--- config.mk ---
export PLATFORM = sky130hd
export DESIGN_NAME = smbarm_top
export DESIGN_NICKNAME = d
export VERILOG_FILES = /design/src/smbarm_pkg.sv /design/src/smbarm_strap.sv /design/src/smbarm_top.sv
export SDC_FILE = /design/constraint.sdc
export NUM_CORES = 1
export LEC_CHECK = 0
export ABC_AREA = 1
export ABC_CLOCK_PERIOD_IN_PS = 5010
export BUFFER_PORTS_ARGS = -buffer_cell sky130_fd_sc_hd__buf_4
export CAP_MARGIN = 5
export CORE_MARGIN = 3
export CORE_UTILIZATION = 25
export CTS_BUF_LIST = sky130_fd_sc_hd__clkbuf_8
export DETAILED_ROUTE_END_ITERATION = 10
export SLEW_MARGIN = 40
export SYNTH_ARGS = -nofsm -noshare
export SYNTH_HDL_FRONTEND = slang
export SYNTH_SLANG_ARGS = --single-unit
--- constraint.sdc ---
create_clock -name clock -period 5.01 [get_ports clock]
set_input_delay 0 -clock clock [delete_from_list [all_inputs] [get_ports clock]]
set_output_delay 0 -clock clock [all_outputs]
set_load 0.02 [all_outputs]
--- src/smbarm_pkg.sv ---
// package of constants and types for the alert response mask block
// Functional notes
// RQ1 - alert gated by register mask and auto mask
// RQ2 - auto mask set only on own ARA win
// RQ3 - ARA read returns own bus address
// RQ4 - release alert line after winning ARA read
// RQ5 - auto mask covers faults active at read
// RQ6 - status still reports masked faults
// RQ7 - auto mask cleared only by clear faults
// RQ8 - host should routinely send clear faults
// RQ9 - address chosen from three tri-level straps
// RQ10 - alert when unmasked fault is active
package smbarm_pkg;

    ////////////////////////////////////////////////////////////////////////////
    // register map
    localparam logic [7:0]  SMBARM_MASK_CMD   = 8'hd8;   // alert mask command code
    localparam int          SMBARM_FAULTS     = 16;      // fault condition count
    localparam logic [15:0] SMBARM_MASK_RESET = 16'h0000; // mask after reset

    ////////////////////////////////////////////////////////////////////////////
    // tri-level strap encoding
    localparam logic [1:0]  SMBARM_LVL_LOW    = 2'h0;
    localparam logic [1:0]  SMBARM_LVL_HIGH   = 2'h1;
    localparam logic [1:0]  SMBARM_LVL_OPEN   = 2'h2;

    // strap synchroniser for one tri-level pin: drive/sense pairs
    typedef struct packed {
        logic [2:0] hi_sync;    // pin read with weak pull-down
        logic [2:0] lo_sync;    // pin read with weak pull-up
    } smbarm_strap_type;

    // state of the top module
    typedef struct packed {
        logic [15:0] fault_alert_mask;  // software mask
        logic [15:0] auto_alert_mask;   // hardware mask
        logic [6:0]  own_addr;          // decoded bus address
        logic        alert_line;        // active high alert request
        logic        ara_valid;         // ara answer ready
        logic [6:0]  ara_addr;          // answered address
        logic [15:0] status;            // reported faults
        logic [15:0] mask_rdata;        // mask read back
    } smbarm_state_type;

endpackage

--- src/smbarm_strap.sv ---
// tri-level strap sampler: three stage sync, accepts when stages 2 and 3 agree
`timescale 1ns/1ps
module smbarm_strap
    import smbarm_pkg::*;
(
    // clock and reset
    input  wire logic       clock,
    input  wire logic       rst,
    // pin sense, read with pull-up and pull-down
    input  wire logic       sense_hi,
    input  wire logic       sense_lo,
    // decoded level
    output logic [1:0]      level
);

    smbarm_strap_type state;       // synchroniser stages
    smbarm_strap_type next_state;  // next synchroniser stages
    logic [1:0]       next_level;  // next decoded level

    ////////////////////////////////////////////////////////////////////////////
    // shift stages, decode when settled
    always_comb begin
        next_state.hi_sync = {state.hi_sync[1:0], sense_hi};
        next_state.lo_sync = {state.lo_sync[1:0], sense_lo};
        next_level = level;
        // only stages 2 and 3 are inspected
        if (state.hi_sync[2] == state.hi_sync[1] && state.lo_sync[2] == state.lo_sync[1]) begin
            if (state.hi_sync[2] && state.lo_sync[2]) begin
                next_level = SMBARM_LVL_HIGH;   // high under both pulls
            end else if (!state.hi_sync[2] && !state.lo_sync[2]) begin
                next_level = SMBARM_LVL_LOW;    // low under both pulls
            end else begin
                next_level = SMBARM_LVL_OPEN;   // follows the pull
            end
        end
    end

    ////////////////////////////////////////////////////////////////////////////
    // register stages
    always_ff @(posedge clock) begin
        if (rst) begin
            state <= '0;
            level <= SMBARM_LVL_OPEN;
        end else begin
            state <= next_state;
            level <= next_level;
        end
    end

endmodule // smbarm_strap

--- src/smbarm_top.sv ---
// alert line masking and alert response logic
`timescale 1ns/1ps
module smbarm_top
    import smbarm_pkg::*;
#(
    parameter int FAULTS = SMBARM_FAULTS
) (
    // clock and reset
    input  wire logic        clock,
    input  wire logic        rst,
    // address straps, sensed under pull-up and pull-down
    input  wire logic [2:0]  strap_sense_hi,
    input  wire logic [2:0]  strap_sense_lo,
    // fault conditions from monitors
    input  wire logic [15:0] fault_active,
    // command decode from bus slave
    input  wire logic        cmd_write,
    input  wire logic        cmd_read,
    input  wire logic [7:0]  cmd_code,
    input  wire logic [15:0] cmd_wdata,
    input  wire logic        clear_faults,
    // alert response read from bus slave
    input  wire logic        ara_start,
    input  wire logic        ara_won,
    // outputs
    output logic             alert_line,
    output logic             alert_line_oe,
    output logic             ara_valid,
    output logic [6:0]       ara_addr,
    output logic [6:0]       own_addr,
    output logic [15:0]      status,
    output logic [15:0]      mask_rdata
);

    smbarm_state_type state;       // registered state
    smbarm_state_type next_state;  // next state
    logic [1:0]       lvl [3];     // strap levels, index 0..2
    logic [6:0]       dec_addr;    // address from straps
    logic [15:0]      unmasked;    // faults able to alert
    logic             next_oe;     // next open-drain enable

    ////////////////////////////////////////////////////////////////////////////
    // strap samplers
    for (genvar i = 0; i < 3; i++) begin : g_strap
        smbarm_strap u_strap (
            .clock    (clock),
            .rst      (rst),
            .sense_hi (strap_sense_hi[i]),
            .sense_lo (strap_sense_lo[i]),
            .level    (lvl[i])
        );
    end

    ////////////////////////////////////////////////////////////////////////////
    // base-3 strap index: open counts 0, low 1, high 2
    function automatic logic [4:0] trit(input logic [1:0] l);
        trit = (l == SMBARM_LVL_OPEN) ? 5'h00 : (l == SMBARM_LVL_LOW) ? 5'h01 : 5'h02;
    endfunction

    // address table indexed by strap combination
    always_comb begin
        logic [4:0] idx;
        idx = 5'h00;
        idx = 5'(trit(lvl[2]) * 5'h09 + trit(lvl[1]) * 5'h03 + trit(lvl[0])); // RQ9
        case (idx)
            // strap 2 open
            5'h00: dec_addr = 7'h40;
            5'h01: dec_addr = 7'h41;
            5'h02: dec_addr = 7'h42;
            5'h03: dec_addr = 7'h43;
            5'h04: dec_addr = 7'h44;
            5'h05: dec_addr = 7'h45;
            5'h06: dec_addr = 7'h46;
            5'h07: dec_addr = 7'h47;
            5'h08: dec_addr = 7'h10;
            // strap 2 low
            5'h09: dec_addr = 7'h11;
            5'h0a: dec_addr = 7'h12;
            5'h0b: dec_addr = 7'h13;
            5'h0c: dec_addr = 7'h14;
            5'h0d: dec_addr = 7'h15;
            5'h0e: dec_addr = 7'h16;
            5'h0f: dec_addr = 7'h17;
            // strap 2 high, after the shared code
            5'h15: dec_addr = 7'h56;
            5'h16: dec_addr = 7'h56;
            5'h17: dec_addr = 7'h57;
            5'h18: dec_addr = 7'h58;
            5'h19: dec_addr = 7'h59;
            5'h1a: dec_addr = 7'h5a;
            default: dec_addr = 7'h53;  // shared code of five combinations
        endcase
    end

    ////////////////////////////////////////////////////////////////////////////
    // next state
    always_comb begin
        next_state = state;
        next_state.own_addr = dec_addr;
        // status follows faults regardless of masks
        next_state.status = fault_active; // RQ6
        // software mask register
        if (cmd_write && cmd_code == SMBARM_MASK_CMD) begin
            next_state.fault_alert_mask = cmd_wdata; // RQ1
        end
        if (cmd_read && cmd_code == SMBARM_MASK_CMD) begin
            next_state.mask_rdata = state.fault_alert_mask;
        end
        // ara answer carries own address while alerting
        next_state.ara_valid = ara_start && state.alert_line; // RQ3
        next_state.ara_addr  = state.own_addr; // RQ3
        // auto mask: clear faults first, winning read sets over it
        if (clear_faults) begin
            next_state.auto_alert_mask = '0; // RQ7
        end
        if (ara_won && state.alert_line) begin
            next_state.auto_alert_mask = (clear_faults ? 16'h0000 : state.auto_alert_mask)
                                         | fault_active; // RQ2 RQ5
        end
        // alert from faults clear in both masks
        next_state.alert_line = |(fault_active & ~next_state.fault_alert_mask
                                  & ~next_state.auto_alert_mask); // RQ10 RQ1 RQ4 RQ7
    end

    assign unmasked = fault_active & ~state.fault_alert_mask & ~state.auto_alert_mask;
    assign next_oe  = next_state.alert_line;

    ////////////////////////////////////////////////////////////////////////////
    // register state
    always_ff @(posedge clock) begin
        if (rst) begin
            // sync reset: masks cleared, alert released
            state <= '0;
            state.fault_alert_mask <= SMBARM_MASK_RESET;
            alert_line_oe <= 1'b0;
        end else begin
            // normal update every edge
            state <= next_state;
            alert_line_oe <= next_oe;
        end
    end

    assign alert_line = state.alert_line;
    assign ara_valid  = state.ara_valid;
    assign ara_addr   = state.ara_addr;
    assign own_addr   = state.own_addr;
    assign status     = state.status;
    assign mask_rdata = state.mask_rdata;

    ////////////////////////////////////////////////////////////////////////////
    // checks
    // alert follows faults clear in both masks
    AST_GATE: assert property (@(posedge clock) disable iff (rst) // RQ10
        ##1 alert_line == |$past(unmasked) || $past(ara_won) || $past(clear_faults)
            || $past(cmd_write))
        else $error("alert does not follow unmasked faults");
    // winning read drops the alert
    AST_RELEASE: assert property (@(posedge clock) disable iff (rst) // RQ4
        (ara_won && alert_line && !clear_faults) |=> !alert_line)
        else $error("alert not released after won ara read");
    // every fault active at the read is masked
    AST_AUTOSET: assert property (@(posedge clock) disable iff (rst) // RQ5
        (ara_won && alert_line) |=> ((state.auto_alert_mask & $past(fault_active))
                                     == $past(fault_active)))
        else $error("auto mask misses active faults");
    // no new auto mask bits without a won read
    AST_ONLYWIN: assert property (@(posedge clock) disable iff (rst) // RQ2
        !(ara_won && alert_line) |=> (state.auto_alert_mask & ~$past(state.auto_alert_mask))
                                     == 16'h0000)
        else $error("auto mask set without won read");
    // auto mask bits survive until clear faults
    AST_HOLD: assert property (@(posedge clock) disable iff (rst) // RQ7
        (!clear_faults && |state.auto_alert_mask) |=>
            ((state.auto_alert_mask & $past(state.auto_alert_mask))
             == $past(state.auto_alert_mask)))
        else $error("auto mask cleared without clear faults");
    // clear faults empties the auto mask
    AST_CLEAR: assert property (@(posedge clock) disable iff (rst) // RQ7
        (clear_faults && !ara_won) |=> state.auto_alert_mask == 16'h0000)
        else $error("clear faults did not clear auto mask");
    // status ignores both masks
    AST_STATUS: assert property (@(posedge clock) disable iff (rst) // RQ6
        ##1 status == $past(fault_active))
        else $error("status hides a fault");
    // alerting device answers with its own address
    AST_ARA: assert property (@(posedge clock) disable iff (rst) // RQ3
        (ara_start && alert_line) |=> (ara_valid && ara_addr == $past(own_addr)))
        else $error("ara answer wrong");
    // mask register takes the written word
    AST_MASK: assert property (@(posedge clock) disable iff (rst) // RQ1
        (cmd_write && cmd_code == SMBARM_MASK_CMD) |=> state.fault_alert_mask == $past(cmd_wdata))
        else $error("mask register not written");
    // no answer while not alerting
    AST_NOARA: assert property (@(posedge clock) disable iff (rst) // RQ3
        !(ara_start && alert_line) |=> !ara_valid)
        else $error("ara answer without alert");
    // won read together with clear faults: set wins
    AST_SETWINS: assert property (@(posedge clock) disable iff (rst) // RQ7
        (clear_faults && ara_won && alert_line)
            |=> state.auto_alert_mask == $past(fault_active))
        else $error("clear faults beat a won read");
    // mask register keeps its value without a write to its code
    AST_MASKKEEP: assert property (@(posedge clock) disable iff (rst) // RQ1
        !(cmd_write && cmd_code == SMBARM_MASK_CMD)
            |=> state.fault_alert_mask == $past(state.fault_alert_mask))
        else $error("mask register changed without write");
    // read back carries the mask register
    AST_RDATA: assert property (@(posedge clock) disable iff (rst) // RQ1
        (cmd_read && cmd_code == SMBARM_MASK_CMD)
            |=> mask_rdata == $past(state.fault_alert_mask))
        else $error("mask read back wrong");
    // lost or refused read leaves the auto mask alone
    AST_NOWIN: assert property (@(posedge clock) disable iff (rst) // RQ2
        (!(ara_won && alert_line) && !clear_faults)
            |=> state.auto_alert_mask == $past(state.auto_alert_mask))
        else $error("auto mask moved without won read or clear");
    // alert stays down while every active fault is masked
    AST_QUIET: assert property (@(posedge clock) disable iff (rst) // RQ7
        ((fault_active & ~state.fault_alert_mask & ~state.auto_alert_mask) == 16'h0000
            && !cmd_write && !clear_faults) |=> !alert_line)
        else $error("alert raised by a masked fault");

endmodule // smbarm_top

==> results of run 1 <==
worst min-delay path by stage:
stage	from	end
4_1_cts	clear_faults	state[56]
3_3_place_gp	strap_sense_lo[2]	g_strap[2].u_strap.next_state[1]
3_5_place_dp	strap_sense_lo[1]	g_strap[1].u_strap.next_state[1]
5_1_grt	clear_faults	state[50]
6_report	clear_faults	state[58]
2_1_floorplan	strap_sense_lo[0]	g_strap[0].u_strap.next_state[1]
repair_timing:
| item | in CTS | in global routing |
|---|---|---|
| setup endpoints to repair | 0 | 0 |
| resized for setup | 0 | 0 |
| endpoints found under the hold margin | 55 | 0 |
| hold buffers | 40 | 0 |
worst max-delay path, cell delays in order (launching register included):
cell and delay [ns]:
dfxtp_1 0.33, nor2_1 0.25, xor2_1 0.11, ha_1 0.29
a21o_1 0.14, inv_1 0.06, fa_1 0.39, o21bai_1 0.20
xnor2_1 0.27, inv_1 0.11, a21oi_1 0.16, nor2_1 0.05
layer usage:
metal,vias to the layer above,track usage [%]
met4,0,4.68
met5,-,0
met2,69,16.1
li1,1856,-
met3,12,2.21
met1,1545,15.3
logic make-up (layout without fill, tap and decap cells):
logic type               Yosys count  after routing  synth area share (%)
buffers and inverters            136            217                  16.2
adder cells (fa/ha/maj)           12             12                  3.59
AO/OA/AOI/OAI                     63             63                  7.36
flip-flops                       102            102                  46.5
other                              1              3                0.0855
AND/OR/NAND/NOR                  227            227                  24.2
XOR/XNOR                          10             10                  2.00
per-stage QoR:
stage	setup slack, ns	cell area, um^2	cells	power (mW)	hold slack, ns
floorplan	2.81	4390	552	1.07	0.107
global placement	2.67	4930	797	1.13	0.205
detailed placement	2.55	4930	797	1.14	0.207
CTS	2.55	5570	853	1.77	0.00619
global route	2.38	5570	854	1.83	0.0230
finish	2.55	5570	854	1.73	0.0327
flip-flops by register name, indices dropped and copies added, names as in the netlist:
name / cells
g_strap.u_strap.level: 6
ara_valid: 1
status: 16
g_strap.u_strap.next_state: 12
g_strap.u_strap.state: 6
ara_addr: 6
mask_rdata: 16
state: 32
alert_line: 1
own_addr: 6
placed cells by master, fill, tap and decap left out, types with 4 or more instances in the layout:
cell,n
nand4_1,16
nand2_1,92
nand2_2,4
buf_4,98
nor2_1,56
dfxtp_1,102
nand3b_1,15
clkbuf_8,12
ha_1,11
o21ai_0,5
a21oi_1,55
xnor2_1,8
dlygate4sd3_1,40
nand3_1,39
inv_1,60
power by group:
part           switching [mW]  leakage, nW  internal, mW
clock network           0.275        0.124         0.320
logic                   0.147         1.53         0.128
registers              0.0179        0.835         0.847
total                   0.440         2.49          1.29
cell type report:
class	instances	area [um^2]
Clock inverter	4	68.8
Timing Repair Buffer	139	1150
Tap cell	220	275
Fill cell	1795	11300
Antenna cell	1	2.50
Inverter	62	233
Clock buffer	12	165
Sequential cell	102	2040
Multi-Input combinational cell	314	1640
==> flow_summary.ini, run 1 <==
[outcome]
status = completed

[timing]
finalSetupTns_ns = 0
relSlewSlack_pct = 47.8
period_share_pct = 49.0
slew_violations = 0
setup_viol = 0
hold_viol = 0
fmax_ghz = 0.407
fin_skew_ns = 0.0108
min_period_ns = 2.46
worstMarginPinSlew_ns = 0.782
rsz0062_at_grt = no

[worst_setup_path]
setup.worst_path.start = g_strap[1].u_strap.level[1]
arrival_ns = 2.72
worstReg2RegEnd = own_addr[0]
reg2reg_depth = 11
regToRegStartpoint = g_strap[1].u_strap.level[1]
crit_fanout = 6
startpoint_type = flip-flop
path_class = flip-flop to flip-flop
rrSetupSlack_ns = 2.55
worstPathRequired_ns = 5.27
crit_path_end = own_addr[0]
cp-end-kind = flip-flop

[global_routing]
grt_pass1_wl_um = 17000
grt.overflow.total = 0
grt_pass1_vias = 3348
grt_start_max_net_pins = 97
grt_usage_pct = 10.9
grt_antenna_before_repair = 1

[logic_synthesis]
syn_area_per_cell_um2 = 7.96
synth.most_common_cell = dfxtp_1
synthTopCellsByArea = dfxtp_1, buf_4, nand2_1, a21oi_1, inv_1
ys_seq_area_share_pct = 46.5
syn_area_mm2 = 0.00439
synth-edff-count = 0
synth_cell_types = 28
ys_ff_latch = 102
synth_top_area_cell = dfxtp_1
yosys-top-cells-count = dfxtp_1, nand2_1, inv_1, nor2_1, a21oi_1
netlist_instances = 551
async_flop_share_pct = 0
netlist.area_leader.share_pct = 46.5
synthFlopType = dfxtp_1
ys_warn_count = 0

[routing]
drt-initial-drc-count = 209
wl_met3_um = 435
drtPass1Iterations = 4
vias = 3482
viasPerCell = 4.08
post_drt_wl_per_cell_um = 12.0
highest_layer = met4
antenna_left = 0
wirelength_um = 10200
route.met2.wl_um = 4560
drc = 0
wl_met1_um = 5030

[cts]
post-cts-setup-buffer-count = 0
worstSkewPairLatency_ns = 0.37
cts_tree = built
clock_sinks = 102
htreeDepth = 3
clk_pin_slew_worst_paths_ns = 0.09
numCtsBuffers = 9
clk_path_buf_depth = 2
cts-root-buf = clkbuf_8

[place]
hpwlAfterDp_um = 7200
io_buffers = 99
place.gp.congestion = 0.801

[die]
start_util_pct = 26.0
dieWidth_um = 138
rows = 47
die_h_um = 138
die-area_mm2 = 0.0192
io_pins = 102
core_area_mm2 = 0.0169

[job]
cap_viol_max_count = 0

[finish]
fin_nets = 693
utilization_pct = 33.0
drive_gt1_share_pct = 19.7
syn_to_final_growth_pct = 27.0

[power]
p_per_area_mw_per_mm2 = 311
power.leakage_nw = 2.49
ir_drop_uv = 141

[worst_hold_path]
min_delay_path_depth = 4
hold_path_class = input port to flip-flop
(Power assumes the default switching activity.)
==> inputs of run 2 (changes only) <==
ABC_CLOCK_PERIOD_IN_PS = 2060   (was 5010)
clock period = 2.06 ns   (was 5.01 ns; I/O delays follow)
==> run 2 against run 1 <==
Against the previous run: the flow now finishes with violations (negative setup slack); register-to-register slack got worse by 2.8 ns; non-clock buffer count increased by 30; count of clock-buffer cells in the layout decreased by 2; fmax increased by 8.8%; combinational power increased to 3.3 times the previous value; first-iteration DRC count increased by 15%; sequential power increased by 140%; die area unchanged; critical endpoint is now own_addr[2].
==> flow_summary.ini, run 2 (synthesized netlist as in run 1, its figures left out) <==
[die]
core_area_mm2 = 0.0169
rows = 47
io_pins = 102
die_h_um = 138
dieWidth_um = 138
start_util_pct = 26.0
die-area_mm2 = 0.0192

[outcome]
status = finished, violations left
violations = negative setup slack

[power]
p_per_area_mw_per_mm2 = 758
power.leakage_nw = 2.67
p_total_mw = 4.56
ir_drop_uv = 346

[global_routing]
grt.overflow.total = 0
grt_antenna_before_repair = 1
grt_pass1_vias = 3419
grt_start_max_net_pins = 66
grt_usage_pct = 11.4
grt_pass1_wl_um = 17600

[place]
hpwlAfterDp_um = 7370
io_buffers = 99
place.gp.congestion = 0.767
place_ws_ns = -0.219

[timing]
layout_setup_ws_ns = -0.198
fmax_ghz = 0.443
fin_skew_ns = 0.0158
setup_viol = 6
hold_viol = 0
slew_violations = 0
rsz0062_at_grt = yes
period_share_pct = 110
min_period_ns = 2.26

[worst_setup_path]
rrSetupSlack_ns = -0.20
crit_slowest_cell = fa_2
cp-end-kind = flip-flop
reg2reg_depth = 11
slowest_delay_ns = 0.45
crit_buf_inv = 2
crit_family = adder cells
worstReg2RegEnd = own_addr[2]
regToRegStartpoint = g_strap[1].u_strap.level[0]
arrival_ns = 2.57
startpoint_type = flip-flop
worstPathRequired_ns = 2.37
crit_chain = nor2_4 > xor2_1 > ha_1 > a21o_1 > inv_2 > fa_2 > buf_6 > ha_4 > nor2_2 > nand2_1 > a21oi_2
path_class = flip-flop to flip-flop
crit_fanout = 3

[cts]
clk_pin_slew_worst_paths_ns = 0.10
clock_sinks = 102
worstSkewPairLatency_ns = 0.38
numCtsBuffers = 9
cts_tree = built
clk_path_buf_depth = 2
cts-root-buf = clkbuf_8
htreeDepth = 3

[worst_hold_path]
hold_path_startpoint = cmd_write
min_delay_path_depth = 3
hold_path_class = input port to flip-flop
holdPathEnd = state[65]

[routing]
drc = 0
wirelength_um = 10700
antenna_left = 0
vias = 3607
post_drt_wl_per_cell_um = 12.1
drtPass1Iterations = 4
viasPerCell = 4.08
drt-initial-drc-count = 240

[finish]
utilization_pct = 35.6
top_register = state
n_fill_cell = 1731
fin_nets = 723
regArea_mm2 = 0.00204
multi_input_area_mm2 = 0.00179
layout_common_cells = buf_4, dfxtp_1, nand2_1
drive_gt1_share_pct = 25.6
syn_to_final_growth_pct = 36.9
largest_reg_flops = 32
mostFrequentLayoutCell = buf_4

[job]
cap_viol_max_count = 0
==> run 2: worst min-delay path: stages <==
cell	delay [ns]
buf_4	0.18
nand4_1	0.13
a21oi_1	0.06
==> run 2: repair_timing <==
| action | CTS | global route |
|---|---|---|
| endpoints found under the setup margin | 6 | 6 |
| pin swaps | 7 | 13 |
| buffers inserted | 3 | 3 |
| hold buffers | 49 | 0 |
| endpoints found under the hold margin | 63 | 0 |
| gates resized for setup | 14 | 20 |
==> run 2: through the flow <==
step | setup TNS, ns | hold WS, ns | instances | area (um^2)
2_1_floorplan | -0.0933 | 0.107 | 552 | 4400
3_3_place_gp | -0.686 | 0.202 | 813 | 5080
3_5_place_dp | -0.914 | 0.205 | 813 | 5080
4_1_cts | -0.746 | 0.00917 | 881 | 5890
5_1_grt | -1.20 | 0.0303 | 884 | 6010
6_report | -0.672 | 0.0429 | 884 | 6010
==> run 2: report_power, final <==
group,internal (mW),total (mW),switching [mW]
logic,0.461,0.919,0.458
clock network,0.839,1.54,0.702
registers,2.06,2.10,0.0373
==> run 2: area by class of cell <==
class                   instances  area share (%)
flip-flops and latches        102            34.0
inverters                      62            3.87
clock buffers                  10            2.29
diodes                          1          0.0416
well taps                     220            4.58
clock inverters                 6            1.79
repair buffers                169            23.6
multi-input cells             314            29.8
==> run 2: worst max path at each step <==
stage / from / end / slack, ns / depth (start not counted)
2_1_floorplan: g_strap[1].u_strap.level[0] / own_addr[0] / -0.08 / 11
3_3_place_gp: g_strap[1].u_strap.level[0] / own_addr[0] / -0.18 / 11
3_5_place_dp: g_strap[1].u_strap.level[0] / own_addr[0] / -0.22 / 11
4_1_cts: g_strap[1].u_strap.level[1] / own_addr[0] / -0.19 / 11
5_1_grt: g_strap[1].u_strap.level[0] / own_addr[0] / -0.28 / 11
6_report: g_strap[1].u_strap.level[0] / own_addr[2] / -0.20 / 11
==> run 2: routing by layer <==
layer  global-route usage (%)  share of wire (%)  up-vias
met1                     15.5                 47     1595
met3                     3.18                5.4        8
met4                     3.90                1.3        0
li1                         -                  -     1918
met2                     17.3                 46       86
met5                        0                  0        -
==> inputs of run 3 (changes only) <==
CTS_BUF_LIST = sky130_fd_sc_hd__clkbuf_4 sky130_fd_sc_hd__clkbuf_8 sky130_fd_sc_hd__clkbuf_16   (was sky130_fd_sc_hd__clkbuf_8)
==> run 3 against run 2 <==
Against the previous run: the run still ends with negative setup slack left; total power increased by 9.4%; worst setup slack improved by 0.0025 ns; critical path depth is the same; non-clock buffer count is 10 lower; cell count decreased by 1.1%; utilization is 0.082 points lower; sequential share of layout area grew 0.078 points; count of clock-buffer cells in the layout is 1 higher; fmax up 0.11%; hold slack worse by 0.017 ns; critical path type unchanged; critical endpoint is now own_addr[0].
==> flow_summary.ini, run 3 (synthesized netlist as in run 1, its figures left out) <==
[cts]
clock_sinks = 102
clk_pin_slew_worst_paths_ns = 0.07
cts-root-buf = clkbuf_16
clk_path_buf_depth = 2
numCtsBuffers = 9
worstSkewPairLatency_ns = 0.35
cts_tree = built
htreeDepth = 3

[routing]
wirelength_um = 10700
drt-initial-drc-count = 255
vias = 3593
drc = 0
viasPerCell = 4.11
post_drt_wl_per_cell_um = 12.2
antenna_left = 0
drtPass1Iterations = 4

[die]
rows = 47
die-area_mm2 = 0.0192
dieWidth_um = 138
core_area_mm2 = 0.0169
die_h_um = 138
io_pins = 102
start_util_pct = 26.0

[power]
p_switching_mw = 1.24
power_frac_clock_pct = 39.9
p_seq_share_pct = 42.1
p_int_mw = 3.74
ir_drop_uv = 340
power.leakage_nw = 2.66
comb_power_share_pct = 18.1
swShare_pct = 24.9
p_total_mw = 4.98
p_per_area_mw_per_mm2 = 831

[worst_setup_path]
slowest_delay_ns = 0.55
crit_top_cell = inv_2
crit_fanout = 3
worstReg2RegEnd = own_addr[0]
worstPathRequired_ns = 2.30
arrival_ns = 2.49
crit_buf_inv = 2
reg2reg_depth = 11
rrSetupSlack_ns = -0.20
regToRegStartpoint = g_strap[1].u_strap.level[0]
crit_slowest_cell = fa_2
path_class = flip-flop to flip-flop
cp-end-kind = flip-flop
crit_chain = nor2_4 > xor2_1 > ha_1 > a21o_1 > inv_2 > fa_2 > inv_2 > ha_4 > nand3_2 > o21ai_1 > nor2_1
startpoint_type = flip-flop
crit_family = adder cells

[timing]
min_period_ns = 2.26
whs_ns = 0.0257
rsz0062_at_grt = yes
fin_skew_ns = 0.0109
fmax_ghz = 0.443
layout_setup_ws_ns = -0.196
setup_viol = 6
slew_violations = 0
hold_viol = 0
period_share_pct = 110

[place]
io_buffers = 99
place.gp.congestion = 0.767
hpwlAfterDp_um = 7370

[outcome]
status = finished, violations left
violations = negative setup slack

[global_routing]
grt_pass1_wl_um = 17300
grt_usage_pct = 11.1
grt_antenna_before_repair = 1
grt.overflow.total = 0
grt_pass1_vias = 3347
grt_start_max_net_pins = 66

[finish]
syn_to_final_growth_pct = 36.6
top_register = state
drive_gt1_share_pct = 26.0
layout_common_cells = buf_4, dfxtp_1, nand2_1
mostFrequentLayoutCell = buf_4
largest_reg_flops = 32
fin_nets = 713

[worst_hold_path]
hold_path_class = input port to flip-flop
min_delay_path_depth = 3
holdPathEnd = state[61]
hold_path_startpoint = ara_won

[job]
cap_viol_max_count = 0
-- run 3: cell count changes in the layout (fill, tap and decap cells not counted), sizes merged --
cell,change
dlygate4sd3,-10
clkbuf,+1
inv,-1
-- run 3: how the worst max path moves through the flow --
stage / end / slack (ns) / from / cells past startpoint
after floorplan: own_addr[0] / -0.08 / g_strap[1].u_strap.level[0] / 11
after global placement: own_addr[0] / -0.18 / g_strap[1].u_strap.level[0] / 11
after detailed placement: own_addr[0] / -0.22 / g_strap[1].u_strap.level[0] / 11
after CTS: own_addr[0] / -0.18 / g_strap[1].u_strap.level[1] / 11
after global routing: own_addr[0] / -0.27 / g_strap[1].u_strap.level[0] / 11
final: own_addr[0] / -0.20 / g_strap[1].u_strap.level[0] / 11
-- run 3: per-stage QoR --
step | cell area, um^2 | setup TNS (ns) | util (%) | instances | setup slack (ns)
after floorplan | 4400 | -0.0933 | - | 552 | -0.0819
after global placement | 5080 | -0.686 | 30.1 | 813 | -0.180
after detailed placement | 5080 | -0.914 | 30.1 | 813 | -0.219
after CTS | 5900 | -0.695 | 34.9 | 871 | -0.185
after global routing | 5990 | -1.25 | 35.5 | 874 | -0.271
final | 5990 | -0.760 | 35.5 | 874 | -0.196
-- run 3: what timing repair did --
| action | CTS | global route |
|---|---|---|
| hold endpoints to repair | 55 | 0 |
| pin swaps | 7 | 13 |
| hold buffers | 39 | 0 |
| resized for setup | 14 | 17 |
| setup buffers | 3 | 3 |
| endpoints found under the setup margin | 6 | 6 |
-- run 3: cell type report --
type                            count  area (um^2)
Antenna cell                        1         2.50
Clock buffer                       11          246
Clock inverter                      5          104
Fill cell                        1720        10900
Inverter                           62          233
Multi-Input combinational cell    314         1770
Sequential cell                   102         2040
Tap cell                          220          275
Timing Repair Buffer              159         1320
-- run 3: power groups by stage --
stage	Combinational [mW]	Clock, mW	Sequential (mW)
final	0.900	1.99	2.10
after global routing	0.984	2.13	2.11
after CTS	0.789	2.04	2.10
after detailed placement	0.678	0	2.14
after global placement	0.667	0	2.14
after floorplan	0.458	0	2.14
-- run 3: worst register-to-register path, cell delays in order (launching register included) --
cell	delay, ns
dfxtp_2	0.34
nor2_4	0.14
xor2_1	0.09
ha_1	0.28
a21o_1	0.16
inv_2	0.05
fa_2	0.55
inv_2	0.05
ha_4	0.26
nand3_2	0.06
o21ai_1	0.13
nor2_1	0.06
-- run 3: metal layers --
metal  global-route usage, %  up-vias  routed length (um)
met5                       0        -                   0
met4                    3.74        0                 151
met1                    15.4     1601                5110
met3                    2.90       12                 527
met2                    16.9       83                4860
li1                        -     1897                   -
